## config.mk

```make
export PLATFORM = sky130hd
export DESIGN_NAME = ump_port_map
export DESIGN_NICKNAME = d
export VERILOG_FILES = /design/src/verilog/ump_pkg.sv /design/src/verilog/ump_port_decode.sv /design/src/verilog/ump_port_map.sv
export VERILOG_INCLUDE_DIRS = /design/src /design/src/verilog
export SDC_FILE = /design/constraint.sdc
export NUM_CORES = 1
export LEC_CHECK = 0
export BUFFER_PORTS_ARGS = -buffer_cell sky130_fd_sc_hd__buf_2
export CORE_MARGIN = 1
export CORE_UTILIZATION = 34
export DETAILED_ROUTE_END_ITERATION = 16
export GPL_ROUTABILITY_DRIVEN = 0
export SYNTH_ARGS = -nofsm -noshare
export SYNTH_HDL_FRONTEND = slang
export SYNTH_SLANG_ARGS = --single-unit
```

## constraint.sdc

```tcl
create_clock -name clk_sys -period 4.4 [get_ports clk_sys]
set_input_delay 0.88 -clock clk_sys [delete_from_list [all_inputs] [get_ports clk_sys]]
set_output_delay 0.88 -clock clk_sys [all_outputs]
set_load 0.02 [all_outputs]
```

## src/verilog/ump_params.svh

```systemverilog
// Constants for the multi-PHY UTOPIA port map block.
// Assumes inclusion by ump_pkg and ump_port_map; definitions only.
//
// Overview of operation
// - Mode 001 gives four address lines, one pair
// - Mode 001 with depth select: four queues
// - Mode 001 without select: two or programmable
// - Mode 011 gives four address lines, two pairs
// - Mode 011: two queues or programmable sizing
// - Port maps to group index and offset
// - Mode field sits in configuration bits 2:0
`ifndef UMP_PARAMS_SVH
`define UMP_PARAMS_SVH

// Register indices; byte address is four times the index
`define UMP_IDX_CFG2 10'h112
`define UMP_IDX_QCTL 10'h114
`define UMP_IDX_STAT 10'h115

// Second main configuration register fields
`define UMP_MODE_MSB 2
`define UMP_QSEL_BIT 3
// Queue control register field
`define UMP_NORM_BIT 0
// Status register fields
`define UMP_ST_ALINES 2:0
`define UMP_ST_PAIRS 6:4
`define UMP_ST_QUEUES 10:8
`define UMP_ST_ERR 12
`define UMP_ST_MAPPED 13
`define UMP_ST_ADDR 20:16

`define UMP_CFG2_RST 3'h0
`define UMP_NORM_RST 1'b1
`define UMP_ADDR_RST 5'h00
`define UMP_WORD_ZERO 32'h0000_0000
`define UMP_ENB_IDLE 4'hF

// Address-line / pair selections
`define UMP_M_0A4P 3'b000
`define UMP_M_1A4P 3'b010
`define UMP_M_2A4P 3'b101
`define UMP_M_2A2P 3'b100
`define UMP_M_3A2P 3'b111
`define UMP_M_3A1P 3'b110
`define UMP_M_4A1P 3'b001
`define UMP_M_4A2P 3'b011

// Queues per PHY encodings; zero means taken from queue registers
`define UMP_Q_FOUR 3'h4
`define UMP_Q_TWO 3'h2
`define UMP_Q_PROG 3'h0

`endif

```

## src/verilog/ump_pkg.sv

```systemverilog
// Types for the multi-PHY UTOPIA port map block.
// Assumes ump_params.svh is on the include path.
`include "ump_params.svh"

package ump_pkg;
  typedef logic [2:0] ump_mode_t;
  typedef enum logic [1:0] {QM_FOUR, QM_TWO, QM_PROG} ump_qmode_t;
endpackage

```

## src/verilog/ump_port_decode.sv

```systemverilog
// Combinational decode of one port number under a pin mode.
// Assumes a stable mode from the configuration register.
`timescale 1ns/1ps
`include "ump_params.svh"

module ump_port_decode
  import ump_pkg::*;
(
  input wire ump_mode_t mode, // Pin mode selection
  input wire logic [4:0] port, // Internal port number
  output logic [1:0] idx, // Enable / cell-available index
  output logic [4:0] addr, // Address within the group
  output logic [2:0] alines, // Address lines in use
  output logic [2:0] pairs, // Enable / cell-available pairs
  output logic mapped // Port exists in this mode
);
  logic sparse;
  logic [2:0] shift;
  logic [4:0] grp;
  logic [5:0] mask;

  always_comb begin
    alines = 3'd0;
    pairs = 3'd4;
    sparse = 1'b0;
    case (mode)
      `UMP_M_0A4P: begin alines = 3'd0; pairs = 3'd4; sparse = 1'b1; end
      `UMP_M_1A4P: begin alines = 3'd1; pairs = 3'd4; sparse = 1'b1; end
      `UMP_M_2A4P: begin alines = 3'd2; pairs = 3'd4; end
      `UMP_M_2A2P: begin alines = 3'd2; pairs = 3'd2; sparse = 1'b1; end
      `UMP_M_3A2P: begin alines = 3'd3; pairs = 3'd2; end
      `UMP_M_3A1P: begin alines = 3'd3; pairs = 3'd1; sparse = 1'b1; end
      `UMP_M_4A1P: begin alines = 3'd4; pairs = 3'd1; end
      default: begin alines = 3'd4; pairs = 3'd2; end
    endcase
    // Sparse modes step by two, so each group spans twice the ports
    shift = alines + {2'b00, sparse};
    grp = port >> shift;
    mask = (6'd1 << shift) - 6'd1;
    addr = port & mask[4:0];
    idx = grp[1:0];
    mapped = ({1'b0, grp} < {3'b000, pairs}) &&
             !(sparse && port[0]);
  end
endmodule // ump_port_decode

```

## src/verilog/ump_port_map.sv

```systemverilog
// Multi-PHY port map: Avalon-MM configuration, port select to pins.
// Assumes a synchronous PHY side on clk_sys; one bus wait cycle.
`timescale 1ns/1ps
`include "ump_params.svh"

module ump_port_map
  import ump_pkg::*;
(
  input wire logic clk_sys, // 40 MHz system clock
  input wire logic arst_n, // Asynchronous reset, active low
  input wire logic [11:0] avs_address, // Byte address
  input wire logic avs_read, // Read request
  input wire logic avs_write, // Write request
  input wire logic [31:0] avs_writedata, // Write data
  output logic [31:0] avs_readdata, // Read data
  output logic avs_waitrequest, // Stall while high
  input wire logic sel_valid, // Port select request
  input wire logic [4:0] sel_port, // Port number 0 to 31
  input wire logic [3:0] phy_clav, // Cell-available inputs
  output logic [3:0] phy_enb_n, // Enables, active low
  output logic [4:0] phy_addr, // PHY address
  output logic sel_mapped, // Select in the previous cycle was a real port
  output logic sel_clav, // Cell available of that port
  output logic [2:0] queues_per_phy, // 4, 2, or 0 when programmable
  output logic queue_prog, // Sizes come from queue registers
  output logic cfg_error // Mode 011 without depth select
);
  logic ack_q, ack_d;
  logic [31:0] rdata_q, rdata_d;
  ump_mode_t mode_q, mode_d;
  logic qsel_q, qsel_d;
  logic norm_q, norm_d;
  logic [3:0] enb_q, enb_d;
  logic [4:0] addr_q, addr_d;
  logic mapped_q, mapped_d;
  logic clav_q, clav_d;
  ump_qmode_t qm_q, qm_d;
  logic err_q, err_d;
  logic [1:0] dec_idx;
  logic [4:0] dec_addr;
  logic [2:0] dec_alines;
  logic [2:0] dec_pairs;
  logic dec_mapped;
  logic map_ok;
  logic [9:0] widx;

  ump_port_decode u_dec (
    .mode(mode_q),
    .port(sel_port),
    .idx(dec_idx),
    .addr(dec_addr),
    .alines(dec_alines),
    .pairs(dec_pairs),
    .mapped(dec_mapped)
  );

  assign widx = avs_address[11:2];
  // Bad 32-port setup must not drive a PHY half of which is missing
  assign map_ok = dec_mapped && !err_q;
  assign avs_waitrequest = (avs_read || avs_write) && !ack_q;
  assign avs_readdata = rdata_q;

  // Bus slave and configuration registers
  always_comb begin
    ack_d = (avs_read || avs_write) && !ack_q;
    rdata_d = rdata_q;
    mode_d = mode_q;
    qsel_d = qsel_q;
    norm_d = norm_q;
    if (ack_d && avs_read) begin
      rdata_d = `UMP_WORD_ZERO;
      if (widx == `UMP_IDX_CFG2) begin
        rdata_d[`UMP_MODE_MSB:0] = mode_q;
        rdata_d[`UMP_QSEL_BIT] = qsel_q;
      end else if (widx == `UMP_IDX_QCTL) begin
        rdata_d[`UMP_NORM_BIT] = norm_q;
      end else if (widx == `UMP_IDX_STAT) begin
        rdata_d[`UMP_ST_ALINES] = dec_alines;
        rdata_d[`UMP_ST_PAIRS] = dec_pairs;
        rdata_d[`UMP_ST_QUEUES] = queues_per_phy;
        rdata_d[`UMP_ST_ERR] = err_q;
        rdata_d[`UMP_ST_MAPPED] = mapped_q;
        rdata_d[`UMP_ST_ADDR] = addr_q;
      end
    end
    // Writes land on the edge where waitrequest is low
    if (ack_q && avs_write) begin
      if (widx == `UMP_IDX_CFG2) begin
        mode_d = avs_writedata[`UMP_MODE_MSB:0];
        qsel_d = avs_writedata[`UMP_QSEL_BIT];
      end else if (widx == `UMP_IDX_QCTL) begin
        norm_d = avs_writedata[`UMP_NORM_BIT];
      end
    end
  end

  always_ff @(posedge clk_sys or negedge arst_n) begin
    if (!arst_n) begin
      ack_q <= 1'b0;
      rdata_q <= `UMP_WORD_ZERO;
      mode_q <= `UMP_CFG2_RST;
      qsel_q <= 1'b0;
      norm_q <= `UMP_NORM_RST;
    end else begin
      ack_q <= ack_d;
      rdata_q <= rdata_d;
      mode_q <= mode_d;
      qsel_q <= qsel_d;
      norm_q <= norm_d;
    end
  end

  // Queue allocation per PHY
  always_comb begin
    err_d = (mode_q == `UMP_M_4A2P) && !qsel_q;
    qm_d = QM_FOUR;
    if (mode_q == `UMP_M_4A2P) begin
      qm_d = norm_q ? QM_TWO : QM_PROG;
    end else if (mode_q == `UMP_M_4A1P || mode_q == `UMP_M_2A4P ||
                 mode_q == `UMP_M_3A2P) begin
      if (qsel_q) begin
        qm_d = QM_FOUR;
      end else begin
        qm_d = norm_q ? QM_TWO : QM_PROG;
      end
    end
  end

  always_ff @(posedge clk_sys or negedge arst_n) begin
    if (!arst_n) begin
      qm_q <= QM_FOUR;
      err_q <= 1'b0;
    end else begin
      qm_q <= qm_d;
      err_q <= err_d;
    end
  end

  always_comb begin
    case (qm_q)
      QM_FOUR: queues_per_phy = `UMP_Q_FOUR;
      QM_TWO: queues_per_phy = `UMP_Q_TWO;
      default: queues_per_phy = `UMP_Q_PROG;
    endcase
  end
  assign queue_prog = (qm_q == QM_PROG);
  assign cfg_error = err_q;

  // PHY select: one enable low only for a mapped port
  always_comb begin
    enb_d = `UMP_ENB_IDLE;
    addr_d = addr_q;
    mapped_d = 1'b0;
    clav_d = 1'b0;
    if (sel_valid) begin
      addr_d = dec_addr;
      mapped_d = map_ok;
      if (map_ok) begin
        enb_d[dec_idx] = 1'b0;
        clav_d = phy_clav[dec_idx];
      end
    end
  end

  always_ff @(posedge clk_sys or negedge arst_n) begin
    if (!arst_n) begin
      enb_q <= `UMP_ENB_IDLE;
      addr_q <= `UMP_ADDR_RST;
      mapped_q <= 1'b0;
      clav_q <= 1'b0;
    end else begin
      enb_q <= enb_d;
      addr_q <= addr_d;
      mapped_q <= mapped_d;
      clav_q <= clav_d;
    end
  end

  assign phy_enb_n = enb_q;
  assign phy_addr = addr_q;
  assign sel_mapped = mapped_q;
  assign sel_clav = clav_q;

  a_enb_at_most_one: assert property (
    @(posedge clk_sys) disable iff (!arst_n)
    $countones(~phy_enb_n) <= 1)
    else $error("more than one enable asserted");

  a_unmapped_idle: assert property (
    @(posedge clk_sys) disable iff (!arst_n)
    (sel_valid && !map_ok) |=> (phy_enb_n == `UMP_ENB_IDLE && !sel_clav))
    else $error("unmapped port enabled or polled");

  a_mode16_single: assert property (
    @(posedge clk_sys) disable iff (!arst_n)
    (mode_q == `UMP_M_4A1P && sel_valid && map_ok)
    |=> (phy_enb_n == 4'hE && phy_addr == $past(sel_port)))
    else $error("16-port mode used wrong pair or address");

  a_mode32_pairs: assert property (
    @(posedge clk_sys) disable iff (!arst_n)
    (mode_q == `UMP_M_4A2P && sel_valid && map_ok)
    |=> (phy_enb_n[$past(sel_port[4])] == 1'b0 &&
         phy_addr == {1'b0, $past(sel_port[3:0])}))
    else $error("32-port mode mapping wrong");

  a_sparse_even: assert property (
    @(posedge clk_sys) disable iff (!arst_n)
    (mode_q == `UMP_M_0A4P && sel_valid && sel_port[0])
    |=> (phy_enb_n == `UMP_ENB_IDLE && !sel_mapped))
    else $error("odd port mapped in sparse mode");

  a_qsel_four: assert property (
    @(posedge clk_sys) disable iff (!arst_n)
    (mode_q == `UMP_M_4A1P && qsel_q) ##1 (mode_q == `UMP_M_4A1P && qsel_q)
    |-> (queues_per_phy == `UMP_Q_FOUR))
    else $error("four queues expected");

  a_qsel_clear: assert property (
    @(posedge clk_sys) disable iff (!arst_n)
    (mode_q == `UMP_M_4A1P && !qsel_q) |=>
    (queues_per_phy == ($past(norm_q) ? `UMP_Q_TWO : `UMP_Q_PROG)))
    else $error("16-port queue sizing wrong");

  a_q32_sizing: assert property (
    @(posedge clk_sys) disable iff (!arst_n)
    (mode_q == `UMP_M_4A2P) |=> (queue_prog == !$past(norm_q)))
    else $error("32-port queue sizing wrong");

  a_mode_write: assert property (
    @(posedge clk_sys) disable iff (!arst_n)
    (avs_write && !avs_waitrequest && widx == `UMP_IDX_CFG2)
    |=> (mode_q == $past(avs_writedata[`UMP_MODE_MSB:0])))
    else $error("mode field not written");

  a_err_blocks: assert property (
    @(posedge clk_sys) disable iff (!arst_n)
    cfg_error |-> ##1 (phy_enb_n == `UMP_ENB_IDLE))
    else $error("enable driven in bad 32-port setup");
endmodule // ump_port_map
```

==> summary.md <==
| Metric | Value |
|---|---|
| Final Max Slew Viols | `0` |
| Io pins | `107` |
| Routed via count | `1529` |
| CTS max path bufs | `2` |
| CTS buffer count | `5` |
| Maximum vdd drop | `0.110 mV` |
| Pre-antenna DRT Iters | `4` |
| Post-placement cell count | `312` |
| CTS clk-pin slew, worst paths | `0.08 ns` |
| Clk sink count | `36` |
| Hpwl dp | `2.97 mm` |
| Post-Layout Cell Count | `320` |
| Async set-reset flop share out of synthesis | `100%` |
| Setup_tns | `0 ns` |
| Crit Path Class | `register to register` |
| Number of diodes | `0` |
| CTS H-tree depth | `2` |
| Post-synthesis sequential area ratio | `46.8%` |
| Pwr Density | `303 nW/µm²` |
| Final net count | `308` |
| Crit path max fanout | `19` |
| Least-Margin Pin Slew | `0.807 ns` |
| Avg Cell Area, Syn | `10.1 µm²` |
| CTS tree | `done` |
| Unrepaired setup endpoints after global routing | `false` |
| Cell mode on critical path | `mux2i_1` |
| Yosys top cell by area | `dfrtp_1` |
| CP Capture Type | `register` |
| P_leak | `1.19 nW` |
| Die width | `77.5 µm` |
| Layout area overhead | `19.6%` |
| Syn Std Cell Area | `1940 µm²` |
| WL/cell | `12.4 µm` |
| Run status | `finished clean` |
| Synth top area share | `40.0%` |
| Total of max-cap violations | `0` |
| DR vias/cell | `4.78` |
| First-pass GRT wire length | `6.77 mm` |
| Die ar. | `6010 µm²` |
| Post-CTS setup buffer count | `0` |
| Critical Path Start Type | `register` |
| Number of synthesized flops with an enable pin | `0` |
| Worst path max stage delay | `0.73 ns` |
| Area of the multi-input gates | `892 µm²` |
| Clock skew | `0.00766 ns` |
| Post-cts hold buffer count | `0` |
| Drt initial violations | `72` |
| Vias in the first global route | `1412` |
| Tot GR Track Use | `14.7%` |
| Critical path required time | `4.58 ns` |
| DRC | `0` |
| Worst slack, placed | `1.59 ns` |
| Placeable Area | `5510 µm²` |
| Ys flop type | `dfrtp_1` |
| Maximum number of pins on one net before global-route repair | `37` |
| Setup violations, final | `0` |
| Mapped Cells | `192` |
| CP cell instances | `mux2i_1, mux2i_1, a22oi_1, inv_1, ha_1, o21ai_0, o211a_1, and2b_1, o2bb2ai_2` |
| Worst path slowest cell | `dfrtp_1` |
| Initial core utilization | `35.2%` |
| Setup WS post-layout | `1.78 ns` |
| Final Cycle Share | `59.5%` |
| Total gr overflow | `0` |
| Layout cells sized above 1 | `31.0%` |
| Synth Warn # | `0` |
| Worst Hold Class | `register to register` |
| Dominant cells by area after synthesis | `dfrtp_1, dfstp_2, buf_4, mux2_1, nand2_1` |
| Initial antenna violation count | `0` |
| Largest delay share family, worst path | `compound AO/OA/AOI/OAI gates` |
| FILL cells | `552` |
| Buf+Inv Stages, Crit Path | `1` |
| Root buf cell | `clkbuf_8` |
| Post-Route WL | `3.97 mm` |
| Worst skew pair latency | `0.29 ns` |
| Slew headroom | `46.2%` |
| Antenna Nets Post-Route | `0` |
| FF+latch count, synth | `36` |
| Input/output buffers | `59` |
| Placement Rows | `27` |
| Area occupied by registers | `907 µm²` |
| FMAX | `382 MHz` |
| Min Tclk post-route | `2.62 ns` |
| Endpoints failing hold | `0` |
| Crit path DAT | `2.80 ns` |
| CTS resizes | `0` |
| Library cells used by synthesis | `44` |
| Die H | `77.5 µm` |
[layout by cell type, fill, tap and decap left out, drive strengths merged, types with 3 or more instances in the layout]
master   n
a21oi    4
a22o     7
and3     5
and3b    3
buf     59
clkbuf   5
conb    18
dfrtp   31
dfstp    5
ha       3
inv      6
mux2    10
mux2i    4
nand2   17
nand2b   4
nand3    9
nor2    10
nor2b    5
nor3b    4
o21ai   15
[worst reg2reg max path, delay by kind of cell, from the launching register on]
kind / cells / cell delay [ns]
flops: 1 / 0.73
buf+inv: 1 / 0.08
simple gates: 1 / 0.21
compound gates: 4 / 0.78
mux: 2 / 0.42
fa+ha+maj: 1 / 0.28
[logic make-up after synthesis]
logic type / synth area share [%]
and+or+nand+nor: 17.8
AOI/OAI and AO/OA: 12.9
DFF: 46.8
buffers and inverters: 10.3
muxes: 9.43
adders and majority gates: 1.94
other: 0.387
xor gates and xnor gates: 0.452
[power by group]
group | internal [mW] | switching (mW)
Combinational | 0.0237 | 0.0494
Sequential | 0.335 | 0.00377
Clock | 0.168 | 0.122
Total | 0.527 | 0.176
[path summary, 6_finish.rpt]
check / slack [ns] / cells past startpoint / from / endpoint
min: 0.48 / 2 / avs_readdata[3] / avs_readdata[3]
min in group asynchronous: 0.67 / 1 / arst_n / avs_readdata[9]
max in group asynchronous: 3.22 / 1 / arst_n / sel_clav
min reg2reg: 0.48 / 2 / avs_readdata[3] / avs_readdata[3]
max: 1.78 / 9 / mode_q[1] / sel_clav
max reg2reg: 1.78 / 9 / mode_q[1] / sel_clav
[cells in the mapped netlist, types with 4 or more instances]
cell      number
nor3b_1        4
o21ai_1        9
nor2_1        10
nand3_1        9
o21ai_0        6
dfrtp_1       31
and3_1         5
buf_4         17
a21oi_1        4
dfstp_2        5
nand2_1       17
mux2i_1        4
a22o_1         7
inv_1          6
mux2_1         7
nor2b_1        5
clkbuf_1       6
nand2b_1       4
[per-layer routing]
layer	global-route usage, %	vias to the layer above	part of all wire [%]	routed length (µm)
li1	-	747	-	-
met1	19.0	726	47	1860
met2	22.9	52	46	1820
met3	3.88	4	5.3	209
met4	6.79	0	1.9	77
met5	0	-	0	0
[sequential cells by signal, summed over array words and instances, names as in the netlist]
signal / flops
qm_q: 2
mode_q: 3
phy_enb_n: 4
ack_q: 1
qsel_q: 1
norm_q: 1
phy_addr: 5
sel_mapped: 1
sel_clav: 1
cfg_error: 1
avs_readdata: 16
[layout make-up]
type,count,share of cell area (%)
sequential,36,39.1
multi-input combinational,139,38.5
timing repair buffer,59,12.7
tap,72,3.89
clock buffer,5,2.97
clock inverter,3,1.83
inverter,6,0.971
[metrics by stage]
| stage | instance area [µm²] | power (mW) | util, % | hold WS [ns] |
|---|---|---|---|---|
| 3_5_place_dp | 2210 | 0.420 | 40.1 | 0.462 |
| 4_1_cts | 2320 | 0.712 | 42.1 | 0.480 |
| 5_1_grt | 2320 | 0.735 | 42.1 | 0.514 |
| 2_1_floorplan | 2000 | 0.400 | - | 0.442 |
| 6_report | 2320 | 0.702 | 42.1 | 0.478 |
| 3_3_place_gp | 2210 | 0.419 | 40.1 | 0.455 |
Power figures use the tool's default switching activity.
